`src/inc/lsr_cfg.svh`:
```
// Constants for the LIN status and OTP read-back command block
`ifndef LSR_CFG_SVH
`define LSR_CFG_SVH
`define LSR_ID_PREP     6'h3c
`define LSR_ID_READ     6'h3d
`define LSR_ID_BANK_BIT 5
`define LSR_APP_CMD     8'h80
`define LSR_CMD_FULL    7'h01
`define LSR_CMD_OTP     7'h02
`define LSR_FILL        8'hff
`define LSR_LEN_QUICK   4'h2
`define LSR_LEN_SHORT   4'h2
`define LSR_LEN_DIAG    4'h8
`define LSR_IDX_FIRST   4'h0
`define LSR_SLOT_FIRST  3'h0
`define LSR_SLOT_LAST   3'h7
`define LSR_SLOT_ALT_LO 3'h5
`define LSR_SLOT_ALT_HI 3'h6
`define LSR_OTP_ALT_LO  4'h8
`define LSR_OTP_ALT_HI  4'h9
`define LSR_STATE_RESET '0
`endif

```
`src/inc/lsr_pkg.sv`:
```
// Types shared by the LIN status and OTP read-back block
package lsr_pkg;
  // Response phase, Gray coded along idle, fetch, send
  typedef enum logic [1:0] {
    LSR_IDLE  = 2'b00,
    LSR_FETCH = 2'b01,
    LSR_SEND  = 2'b11
  } lsr_phase_type;
  // Read selected by the last preparing frame
  typedef enum logic [1:0] {
    LSR_NONE  = 2'b00,
    LSR_OTP   = 2'b01,
    LSR_FULL1 = 2'b11,
    LSR_FULL2 = 2'b10
  } lsr_pend_type;
  // Status flags, ordered as in the quick status byte 2
  typedef struct packed {
    logic supply_reset;
    logic lost_steps;
    logic elec_fault;
    logic undervoltage;
    logic thermal_shutdown;
    logic thermal_warning;
  } lsr_flags_type;
  // Stall settings reported in full-status part two
  typedef struct packed {
    logic       absolute_stall_flag;
    logic [2:0] stall_sample_minimum;
    logic       full_duty_stall_enable;
    logic       pwm_jitter_enable;
    logic [2:0] fullstep_stall_enable;
    logic       full_duty_flag;
  } lsr_stall_type;
  // Positions reported in full-status part two
  typedef struct packed {
    logic [15:0] actual_position;
    logic [15:0] target_position;
    logic [10:0] secure_position;
  } lsr_pos_type;
  // Whole state of the core
  typedef struct packed {
    lsr_phase_type       phase;
    lsr_pend_type        pend;
    logic                quick;
    logic [3:0]          len;
    logic [3:0]          idx;
    logic [7:0][7:0]     tx_buf;
    logic                tx_valid;
    logic [7:0]          tx_byte;
    logic                tx_last;
    logic [5:0]          rx_id;
    logic                rx_id_ok;
    logic [3:0]          rx_cnt;
    logic [7:0][7:0]     rx_buf;
    lsr_flags_type       flags;
    logic                short_cause;
    logic                otp_rd;
    logic [3:0]          otp_addr;
    logic [2:0]          otp_slot;
    logic                cap;
    logic [2:0]          cap_slot;
    logic [2:0]          issue_slot;
    logic                issue_done;
  } lsr_state_type;
endpackage

```
`src/logic/lsr_core.sv`:
```
// LIN quick status, full-status part two and OTP read-back command core
//
// Design decisions made here: the OTP address-and-strobe read port.
`include "lsr_cfg.svh"
module lsr_core (
  // Clock and reset
  input  wire logic                   clock_in,
  input  wire logic                   reset_n_in,
  // Frame layer: headers and master-published bytes
  input  wire logic                   hdr_valid_in,
  input  wire logic [7:0]             hdr_pid_in,
  input  wire logic                   rx_byte_valid_in,
  input  wire logic [7:0]             rx_byte_in,
  input  wire logic                   rx_frame_ok_in,
  input  wire logic                   frame_abort_in,
  // Frame layer: response bytes
  input  wire logic                   tx_ready_in,
  output logic                        tx_valid_out,
  output logic [7:0]                  tx_byte_out,
  output logic                        tx_last_out,
  // Node configuration
  input  wire logic [6:0]             node_address_in,
  input  wire logic [5:0]             quick_status_id_in,
  // Device state
  input  wire lsr_pkg::lsr_pos_type   pos_in,
  input  wire lsr_pkg::lsr_stall_type stall_in,
  input  wire logic                   motion_switch_state_in,
  input  wire logic [1:0]             temperature_info_in,
  input  wire logic                   secure_position_bank_select_in,
  input  wire lsr_pkg::lsr_flags_type flag_cause_in,
  input  wire logic                   short_coil_in,
  // Sticky flags
  output lsr_pkg::lsr_flags_type      flags_out,
  // OTP read port, data valid the cycle after the strobe
  output logic                        otp_rd_out,
  output logic [3:0]                  otp_addr_out,
  input  wire logic [7:0]             otp_data_in
);

  // ****************************************
  // Helpers
  // ****************************************

  // Protected identifier from a six-bit frame identifier
  function automatic logic [7:0] lsr_pid(input logic [5:0] id);
    logic p0;
    logic p1;
    p0 = id[0] ^ id[1] ^ id[2] ^ id[4];
    p1 = ~(id[1] ^ id[3] ^ id[4] ^ id[5]);
    return {p1, p0, id};
  endfunction

  // OTP address for a response slot
  function automatic logic [3:0] otp_map(input logic [2:0] slot, input logic bank);
    logic [3:0] a;
    a = {1'b0, slot};
    if (bank && slot == `LSR_SLOT_ALT_LO) begin
      a = `LSR_OTP_ALT_LO;
    end else if (bank && slot == `LSR_SLOT_ALT_HI) begin
      a = `LSR_OTP_ALT_HI;
    end
    return a;
  endfunction

  // ****************************************
  // Decode
  // ****************************************

  lsr_pkg::lsr_state_type r;
  lsr_pkg::lsr_state_type n;
  lsr_pkg::lsr_flags_type clr_mask;
  lsr_pkg::lsr_flags_type set_mask;
  logic                   pid_ok;
  logic                   hdr_go;
  logic                   read_go;
  logic                   quick_go;
  logic                   full_go;
  logic                   fill_ok;
  logic                   prep_long;
  logic                   prep_short;
  logic                   prep_go;
  logic [6:0]             prep_cmd;
  logic [6:0]             prep_addr;
  logic                   tx_take;

  // Header checks; headers are only served while idle
  assign pid_ok   = hdr_pid_in == lsr_pid(hdr_pid_in[5:0]);
  assign hdr_go   = hdr_valid_in && pid_ok && r.phase == lsr_pkg::LSR_IDLE;
  assign read_go  = hdr_go && hdr_pid_in[5:0] == `LSR_ID_READ;
  assign quick_go = hdr_go && !hdr_pid_in[`LSR_ID_BANK_BIT] &&
                    hdr_pid_in[5:0] == quick_status_id_in;
  assign full_go  = read_go && r.pend == lsr_pkg::LSR_FULL2;

  // Preparing frame recognition, long and short form
  assign fill_ok    = r.rx_buf[7:3] == {5{`LSR_FILL}};
  assign prep_long  = r.rx_id == `LSR_ID_PREP && r.rx_cnt == `LSR_LEN_DIAG &&
                      r.rx_buf[0] == `LSR_APP_CMD && r.rx_buf[1][7] &&
                      r.rx_buf[2][7] && fill_ok;
  assign prep_short = !r.rx_id[`LSR_ID_BANK_BIT] && r.rx_id != quick_status_id_in &&
                      r.rx_cnt == `LSR_LEN_SHORT && r.rx_buf[0][7] &&
                      r.rx_buf[1][7];
  assign prep_cmd   = prep_long ? r.rx_buf[1][6:0] : r.rx_buf[0][6:0];
  assign prep_addr  = prep_long ? r.rx_buf[2][6:0] : r.rx_buf[1][6:0];
  assign prep_go    = rx_frame_ok_in && r.rx_id_ok && (prep_long || prep_short);
  assign tx_take    = r.tx_valid && tx_ready_in;

  // ****************************************
  // Next state
  // ****************************************

  // Whole next state in one process
  always_comb begin
    n = r;
    clr_mask = '0;
    set_mask = flag_cause_in;
    set_mask.elec_fault = flag_cause_in.elec_fault || short_coil_in;

    // Collect master-published frame bytes
    if (hdr_valid_in) begin
      n.rx_id = hdr_pid_in[5:0];
      n.rx_id_ok = pid_ok;
      n.rx_cnt = `LSR_IDX_FIRST;
    end else if (rx_byte_valid_in && r.rx_cnt < `LSR_LEN_DIAG) begin
      n.rx_buf[r.rx_cnt[2:0]] = rx_byte_in;
      n.rx_cnt = r.rx_cnt + 4'h1;
    end

    // A preparing frame for another node silences the next read
    if (prep_go) begin
      n.rx_id_ok = 1'b0;
      n.pend = lsr_pkg::LSR_NONE;
      if (prep_addr == node_address_in && prep_cmd == `LSR_CMD_OTP) begin
        n.pend = lsr_pkg::LSR_OTP;
      end else if (prep_addr == node_address_in && prep_cmd == `LSR_CMD_FULL) begin
        n.pend = lsr_pkg::LSR_FULL1;
      end
    end

    // OTP read pipeline: strobe, then capture one cycle later
    n.otp_rd = 1'b0;
    n.cap = r.otp_rd;
    n.cap_slot = r.otp_slot;

    case (r.phase)
      lsr_pkg::LSR_IDLE: begin
        n.tx_valid = 1'b0;
        n.tx_last = 1'b0;
        if (quick_go) begin
          n.tx_buf[0] = {motion_switch_state_in, node_address_in};
          n.tx_buf[1] = {r.flags, temperature_info_in};
          n.quick = 1'b1;
          n.len = `LSR_LEN_QUICK;
          n.phase = lsr_pkg::LSR_SEND;
          n.tx_valid = 1'b1;
          n.idx = `LSR_IDX_FIRST;
          n.tx_byte = n.tx_buf[0];
          // Cleared while reporting, so an event after the snapshot stays
          clr_mask = '1;
          clr_mask.elec_fault = !r.short_cause;
        end else if (read_go) begin
          case (r.pend)
            lsr_pkg::LSR_OTP: begin
              n.pend = lsr_pkg::LSR_NONE;
              n.quick = 1'b0;
              n.len = `LSR_LEN_DIAG;
              n.phase = lsr_pkg::LSR_FETCH;
              n.issue_slot = `LSR_SLOT_FIRST;
              n.issue_done = 1'b0;
            end
            lsr_pkg::LSR_FULL1: begin
              // The first full-status answer belongs to another block
              n.pend = lsr_pkg::LSR_FULL2;
            end
            lsr_pkg::LSR_FULL2: begin
              n.pend = lsr_pkg::LSR_NONE;
              n.tx_buf[0] = {1'b1, node_address_in};
              n.tx_buf[1] = pos_in.actual_position[15:8];
              n.tx_buf[2] = pos_in.actual_position[7:0];
              n.tx_buf[3] = pos_in.target_position[15:8];
              n.tx_buf[4] = pos_in.target_position[7:0];
              n.tx_buf[5] = pos_in.secure_position[7:0];
              n.tx_buf[6] = {stall_in.fullstep_stall_enable, 1'b1,
                             stall_in.full_duty_flag, pos_in.secure_position[10:8]};
              n.tx_buf[7] = {stall_in.absolute_stall_flag, 2'b00,
                             stall_in.stall_sample_minimum,
                             stall_in.full_duty_stall_enable,
                             stall_in.pwm_jitter_enable};
              n.quick = 1'b0;
              n.len = `LSR_LEN_DIAG;
              n.phase = lsr_pkg::LSR_SEND;
              n.tx_valid = 1'b1;
              n.idx = `LSR_IDX_FIRST;
              n.tx_byte = n.tx_buf[0];
              clr_mask.elec_fault = 1'b1;
            end
            default: begin
              n.pend = lsr_pkg::LSR_NONE;
            end
          endcase
        end
      end
      lsr_pkg::LSR_FETCH: begin
        // One OTP address a cycle, bank select chosen per slot
        if (!r.issue_done) begin
          n.otp_rd = 1'b1;
          n.otp_addr = otp_map(r.issue_slot, secure_position_bank_select_in);
          n.otp_slot = r.issue_slot;
          if (r.issue_slot == `LSR_SLOT_LAST) begin
            n.issue_done = 1'b1;
          end else begin
            n.issue_slot = r.issue_slot + 3'h1;
          end
        end
        if (r.cap) begin
          n.tx_buf[r.cap_slot] = otp_data_in;
          if (r.cap_slot == `LSR_SLOT_LAST) begin
            n.phase = lsr_pkg::LSR_SEND;
            n.tx_valid = 1'b1;
            n.idx = `LSR_IDX_FIRST;
            n.tx_byte = n.tx_buf[0];
          end
        end
      end
      lsr_pkg::LSR_SEND: begin
        if (tx_take) begin
          if (r.idx == r.len - 4'h1) begin
            n.phase = lsr_pkg::LSR_IDLE;
            n.tx_valid = 1'b0;
            n.tx_last = 1'b0;
          end else begin
            n.idx = r.idx + 4'h1;
            n.tx_byte = r.tx_buf[n.idx[2:0]];
            n.tx_last = n.idx == r.len - 4'h1;
          end
        end
      end
      default: begin
        n.phase = lsr_pkg::LSR_IDLE;
      end
    endcase

    // A broken frame drops the answer; the flags are already settled
    if (frame_abort_in) begin
      n.phase = lsr_pkg::LSR_IDLE;
      n.tx_valid = 1'b0;
      n.tx_last = 1'b0;
      n.otp_rd = 1'b0;
      n.cap = 1'b0;
    end

    // Sticky flags: a live cause wins over the clear
    n.flags = (r.flags & ~clr_mask) | set_mask;
    n.short_cause = (r.short_cause && !full_go) || short_coil_in;
  end

  // ****************************************
  // State register and outputs
  // ****************************************

  // Single state register, synchronous reset
  always_ff @(posedge clock_in) begin
    if (!reset_n_in) begin
      r <= `LSR_STATE_RESET;
    end else begin
      r <= n;
    end
  end

  // Outputs straight from the state register
  assign tx_valid_out = r.tx_valid;
  assign tx_byte_out  = r.tx_byte;
  assign tx_last_out  = r.tx_last;
  assign flags_out    = r.flags;
  assign otp_rd_out   = r.otp_rd;
  assign otp_addr_out = r.otp_addr;

  // ****************************************
  // Assertions
  // ****************************************

  // Bad parity never starts an answer
  AST_PARITY_GATE: assert property (@(posedge clock_in) disable iff (!reset_n_in)
    (hdr_valid_in && !pid_ok && r.phase == lsr_pkg::LSR_IDLE && !rx_frame_ok_in)
    |=> (r.phase == lsr_pkg::LSR_IDLE && !tx_valid_out))
    else $error("answer started on a bad parity header");

  // Quick status first byte carries switch and address
  AST_QUICK_FIRST: assert property (@(posedge clock_in) disable iff (!reset_n_in)
    (quick_go && !frame_abort_in) |=> (tx_valid_out &&
    tx_byte_out == {$past(motion_switch_state_in), $past(node_address_in)}))
    else $error("quick status first byte wrong");

  // Quick status ends on its second byte
  AST_QUICK_LEN: assert property (@(posedge clock_in) disable iff (!reset_n_in)
    (tx_valid_out && r.quick) |-> (tx_last_out == (r.idx == `LSR_LEN_QUICK - 4'h1)))
    else $error("quick status length wrong");

  // Diagnostic answers end on their eighth byte
  AST_DIAG_LEN: assert property (@(posedge clock_in) disable iff (!reset_n_in)
    (tx_valid_out && !r.quick) |-> (tx_last_out == (r.idx == `LSR_LEN_DIAG - 4'h1)))
    else $error("diagnostic answer length wrong");

  // Reported warning is cleared unless its cause holds
  AST_QUICK_CLEAR: assert property (@(posedge clock_in) disable iff (!reset_n_in)
    quick_go |=> (flags_out.thermal_warning == $past(flag_cause_in.thermal_warning)))
    else $error("warning flag not cleared by quick status");

  // Short-caused fault survives quick status
  AST_SHORT_HOLD: assert property (@(posedge clock_in) disable iff (!reset_n_in)
    (quick_go && r.short_cause) |=> flags_out.elec_fault)
    else $error("short fault cleared by quick status");

  // Open-coil-only fault is cleared by quick status
  AST_OPEN_CLEAR: assert property (@(posedge clock_in) disable iff (!reset_n_in)
    (quick_go && !r.short_cause && !flag_cause_in.elec_fault && !short_coil_in)
    |=> !flags_out.elec_fault)
    else $error("open coil fault not cleared");

  // No preparing frame, no answer on the reading header
  AST_READ_SILENT: assert property (@(posedge clock_in) disable iff (!reset_n_in)
    (read_go && r.pend == lsr_pkg::LSR_NONE && !quick_go) |=> ##[0:2]
    (r.phase == lsr_pkg::LSR_IDLE && !tx_valid_out))
    else $error("answer without a preparing frame");

  // Foreign address leaves nothing pending
  AST_ADDR_MISMATCH: assert property (@(posedge clock_in) disable iff (!reset_n_in)
    (prep_go && prep_addr != node_address_in) |=> (r.pend == lsr_pkg::LSR_NONE))
    else $error("preparing frame for another node accepted");

  // Bank select moves slot five to the alternate byte
  AST_OTP_BANK: assert property (@(posedge clock_in) disable iff (!reset_n_in)
    (otp_rd_out && r.otp_slot == `LSR_SLOT_ALT_LO) |->
    (otp_addr_out == ($past(secure_position_bank_select_in) ? `LSR_OTP_ALT_LO :
                      {1'b0, `LSR_SLOT_ALT_LO})))
    else $error("secure position bank address wrong");

  // OTP fetch finishes and sends in bounded time
  AST_OTP_FETCH: assert property (@(posedge clock_in) disable iff (!reset_n_in)
    (r.phase == lsr_pkg::LSR_FETCH && !$past(r.phase == lsr_pkg::LSR_FETCH))
    |-> ##[1:10] (r.phase != lsr_pkg::LSR_FETCH))
    else $error("OTP fetch did not finish");

endmodule
```
`config.mk`:
```
export PLATFORM = sky130hd
export DESIGN_NAME = lsr_core
export DESIGN_NICKNAME = d
export VERILOG_FILES = /design/src/inc/lsr_pkg.sv /design/src/logic/lsr_core.sv
export VERILOG_INCLUDE_DIRS = /design/src /design/src/inc
export SDC_FILE = /design/constraint.sdc
export NUM_CORES = 1
export LEC_CHECK = 0
export BUFFER_PORTS_ARGS = -buffer_cell sky130_fd_sc_hd__clkbuf_2
export CAP_MARGIN = 25
export CORE_UTILIZATION = 60
export CTS_BUF_LIST = sky130_fd_sc_hd__clkbuf_4
export CTS_CLUSTER_SIZE = 30
export DETAILED_ROUTE_END_ITERATION = 16
export HOLD_SLACK_MARGIN = 0.02
export PLACE_DENSITY = 0.83
export SLEW_MARGIN = 20
export SYNTH_ARGS = -nofsm -noshare
export SYNTH_HDL_FRONTEND = slang
export SYNTH_SLANG_ARGS = --single-unit
```
`constraint.sdc`:
```
create_clock -name clock_in -period 2.9 [get_ports clock_in]
set_input_delay 0.435 -clock clock_in [delete_from_list [all_inputs] [get_ports clock_in]]
set_output_delay 0.435 -clock clock_in [all_outputs]
set_load 0.005 [all_outputs]
```
==> flow_summary.toml <==
[pwr]
p_per_area_mw_per_mm2 = 416
combPwrFrac_pct = 7.5
p_sw_uw = 1110
clockPowerShare_pct = 32.5
leakagePower_uw = 0.00473
intPower_uw = 3130
finalPower_uw = 4240
switching_share_pct = 26.2
seqPwrFrac_pct = 60.0
ir_drop_v = 0.000410

[synth]
syn_nets = 1100
synth-edff-count = 0
yosysSeqAreaShare_pct = 39.3
synth_flop_cell = "dfxtp_1"
synth_top_family_by_area = "compound AO/OA/AOI/OAI gates"
ys_ff_latch = 182
synth-async-reset-ratio_pct = 0
synthMuxAreaShare_pct = 12.7
synth_compound_gate_area_share_pct = 19.6
avgSynthCellArea_sq_um = 9.46
synthesis.area_sq_mm = 0.00928
syn_inst = 980
synth_cell_types = 63
synth_fa_ha_area_share_pct = 1.62
ys_warn_count = 0
synth_xor_area_share_pct = 3.66
yosys.area_share.simple_pct = 18.1

[finish]
fillerInstances = 1190
final_core_util_pct = 67.2
layout_common_cells = "182 x dfxtp_1, 127 x clkbuf_2, 109 x nand2_1"
area_delta_synth_final_pct = 9.81
fin_cells = 1265
seqCellArea_sq_mm = 0.00364
drive_gt1_share_pct = 19.6
design_area_sq_mm = 0.0102
nNetsFinal = 1183
final_common_cell = "dfxtp_1"
multiInputGateArea_sq_mm = 0.00518

[clock_tree]
cts_buffers = 17
cts_tree = "built"
clk_pin_slew_ns = 0.17
root_buffer = "clkbuf_4"
ctsHtreeMaxLevel = 4
clock_sinks = 182
clock_latency_ns = 0.60
clockBufferDepth = 2

[critical_path]
crit_chain = "or4b_2, nor4_2, nand4_1, or3_1, a21oi_1, nand3_1, o31ai_1"
critPathArrivalTime_ns = 3.21
timing.rr.end = "r[182]$_SDFF_PN0_"
reg2reg_slack_ns = 0.19
required_ns = 3.40
crit_fanout = 5
critical-path-top-delay-family = "simple AND/OR/NAND/NOR gates"
cpPeakStageDelay_ns = 0.70
crit_type = "reg2reg"
start_kind = "flip-flop"
path_buf_inv = 0
reg2reg_depth = 7
critPathSlowestCell = "or4b_2"
r2r-start = "r[23]$_SDFFE_PN0P_"
end_kind = "flip-flop"

[grt]
grt_first_pass_wirelength_mm = 37.8
grt_antenna_before_repair = 1
use_met2_pct = 48.2
use_met3_pct = 6.62
grt_use_total_pct = 30.3
grt_max_degree = 90
grt_pass1_vias = 7300
gr-usage-met1_pct = 40.4
grt-busiest-layer = "met2"
grt_overflow_total = 0

[hold_path]
hold_end = "flags_out[0]$_SDFF_PN0_"
hold_depth = 3
min_from = "flag_cause_in[0]"
hp-class = "in2reg"

[die]
die_h_microns = 126
num_io_pins = 129
num_rows = 45
floorplan.initialDensity_pct = 61.2
core_area_sq_mm = 0.0151
die_area_sq_mm = 0.0160
chipWidth_microns = 126

[sta]
setup_violations = 0
hold_violations = 0
tns_ns = 0
fin_crit_sh_pct = 93.3
final.setup_skew_ns = 0.0313
rsz0062_at_grt = "no"
max_slew.worst_pin.slew_ns = 0.896
timing.slew.headroom_pct = 40.1
fin_crit_ns = 2.71
fmax_ghz = 0.369
slew_violations = 0

[detailed_routing]
num_vias = 7865
post_drt_via_cell_ratio = 6.22
dr.pass1.iters = 8
drc = 0
ant_nets = 0
wl_per_cell_microns = 18.8
wirelength_mm = 23.8
drt_iter0_drc = 718

[status]
status = "finished clean"

[place]
hpwl_mm = 17.2
dpl_cell_area_sq_mm = 0.00991
dp.cells = 1232
place.gp.congestion = 0.897
portBuffers = 128

[run]
drv_cap = 0
layout make-up:
cell class,instances,share of cell area [%]
clock buffer,19,1.40
timing repair buffer,146,8.01
sequential,182,35.8
inverter,13,0.479
antenna,1,0.0246
tap,188,2.31
multi-input combinational,703,50.8
clock inverter,13,1.18
what timing repair did:
| action | in CTS | in global routing |
|---|---|---|
| endpoints found under the setup margin | 0 | 1 |
| hold buffers | 0 | 0 |
| gates resized for setup | 0 | 1 |
| endpoints found under the hold margin | 0 | 0 |
| setup buffers | 0 | 0 |
per-stage QoR:
stage,setup WS (ns),hold WS [ns]
after floorplan,0.302,0.425
after global placement,0.0924,0.423
after detailed placement,0.00656,0.424
after CTS,0.0887,0.0534
after global routing,0.0747,0.0678
final,0.193,0.0696
registers in the layout, summed over array words and instances, names as in the netlist:
| name | flops |
|---|---|
| flags_out | 6 |
| r | 158 |
| tx_last_out | 1 |
| otp_addr_out | 4 |
| tx_valid_out | 1 |
| tx_byte_out | 8 |
| otp_rd_out | 1 |
| n | 3 |
power by group through the flow:
stage | combinational (uW) | sequential (uW) | clock, uW
after floorplan | 184 | 2590 | 0
after global placement | 308 | 2600 | 0
after detailed placement | 312 | 2600 | 0
after CTS | 314 | 2540 | 1380
after global routing | 341 | 2550 | 1490
final | 316 | 2540 | 1380
tightest hold or removal path: cells and delay by family:
family | cells | cell delay (ns)
AND/OR/NAND/NOR | 1 | 0.08
buffers and inverters | 1 | 0.08
AO/OA/AOI/OAI | 1 | 0.03
worst max-delay path by stage:
| stage | cells past startpoint | start | slack (ns) | endpoint |
|---|---|---|---|---|
| after floorplan | 10 | hdr_pid_in[5] | 0.30 | r[174]$_SDFFE_PN0P_ |
| after global placement | 10 | hdr_pid_in[1] | 0.09 | r[184]$_SDFFE_PP0P_ |
| after detailed placement | 8 | hdr_pid_in[5] | 0.007 | r[166]$_SDFFE_PN0P_ |
| after CTS | 7 | r[23]$_SDFFE_PN0P_ | 0.09 | r[182]$_SDFF_PN0_ |
| after global routing | 7 | r[23]$_SDFFE_PN0P_ | 0.07 | r[182]$_SDFF_PN0_ |
| final | 7 | r[23]$_SDFFE_PN0P_ | 0.19 | r[182]$_SDFF_PN0_ |
cells by family (layout without fill, tap and decap cells):
family,Yosys count,in the layout
buf+inv,95,191
other cells,0,1
xor+xnor,37,37
mux,98,98
flops,182,182
simple gates,322,322
fa+ha+maj,12,12
compound gates,234,234
layer usage:
| layer | routed length (microns) | vias up |
|---|---|---|
| met5 | 0 | - |
| met4 | 639 | 0 |
| met3 | 1840 | 54 |
| met2 | 10900 | 326 |
| met1 | 10400 | 3772 |
| li1 | - | 3713 |
synthesized netlist by cell type, types with 2 or more instances:
master    number  area share [%]
dfxtp_1      182              39
nand2_1      109             4.4
nor2b_1       87             5.9
mux2i_1       82             8.8
o211a_1       61             6.6
o211ai_1      55             4.5
clkbuf_1      43             1.7
nor2_1        38             1.5
a21oi_1       33             1.8
xnor2_1       27             2.5
nand4_1       20             1.3
o21ai_0       20             1.1
buf_4         19             1.5
mux4_2        16             3.9
buf_2         15            0.81
a22oi_1       13             1.1
ha_1          12             1.6
nand3_1       12            0.65
inv_1         11            0.45
and3_1        10            0.67
a211o_1        9            0.85
xor2_1         9            0.85
nor4_1         8            0.54
a211oi_1       7            0.57
a21boi_0       6            0.49
a21oi_2        6            0.57
nor3_1         6            0.32
a31oi_1        5            0.34
nand3b_1       5            0.40
or3_1          5            0.34
and2_1         4            0.27
buf_1          3            0.12
o31ai_1        3            0.24
a41o_1         2            0.22
and4_1         2            0.19
buf_6          2            0.24
nand2b_1       2            0.13
nor4b_1        2            0.19
o21a_1         2            0.16
o31a_1         2            0.19
or2_2          2            0.13
or3b_2         2            0.19
(Power assumes the default switching activity.)
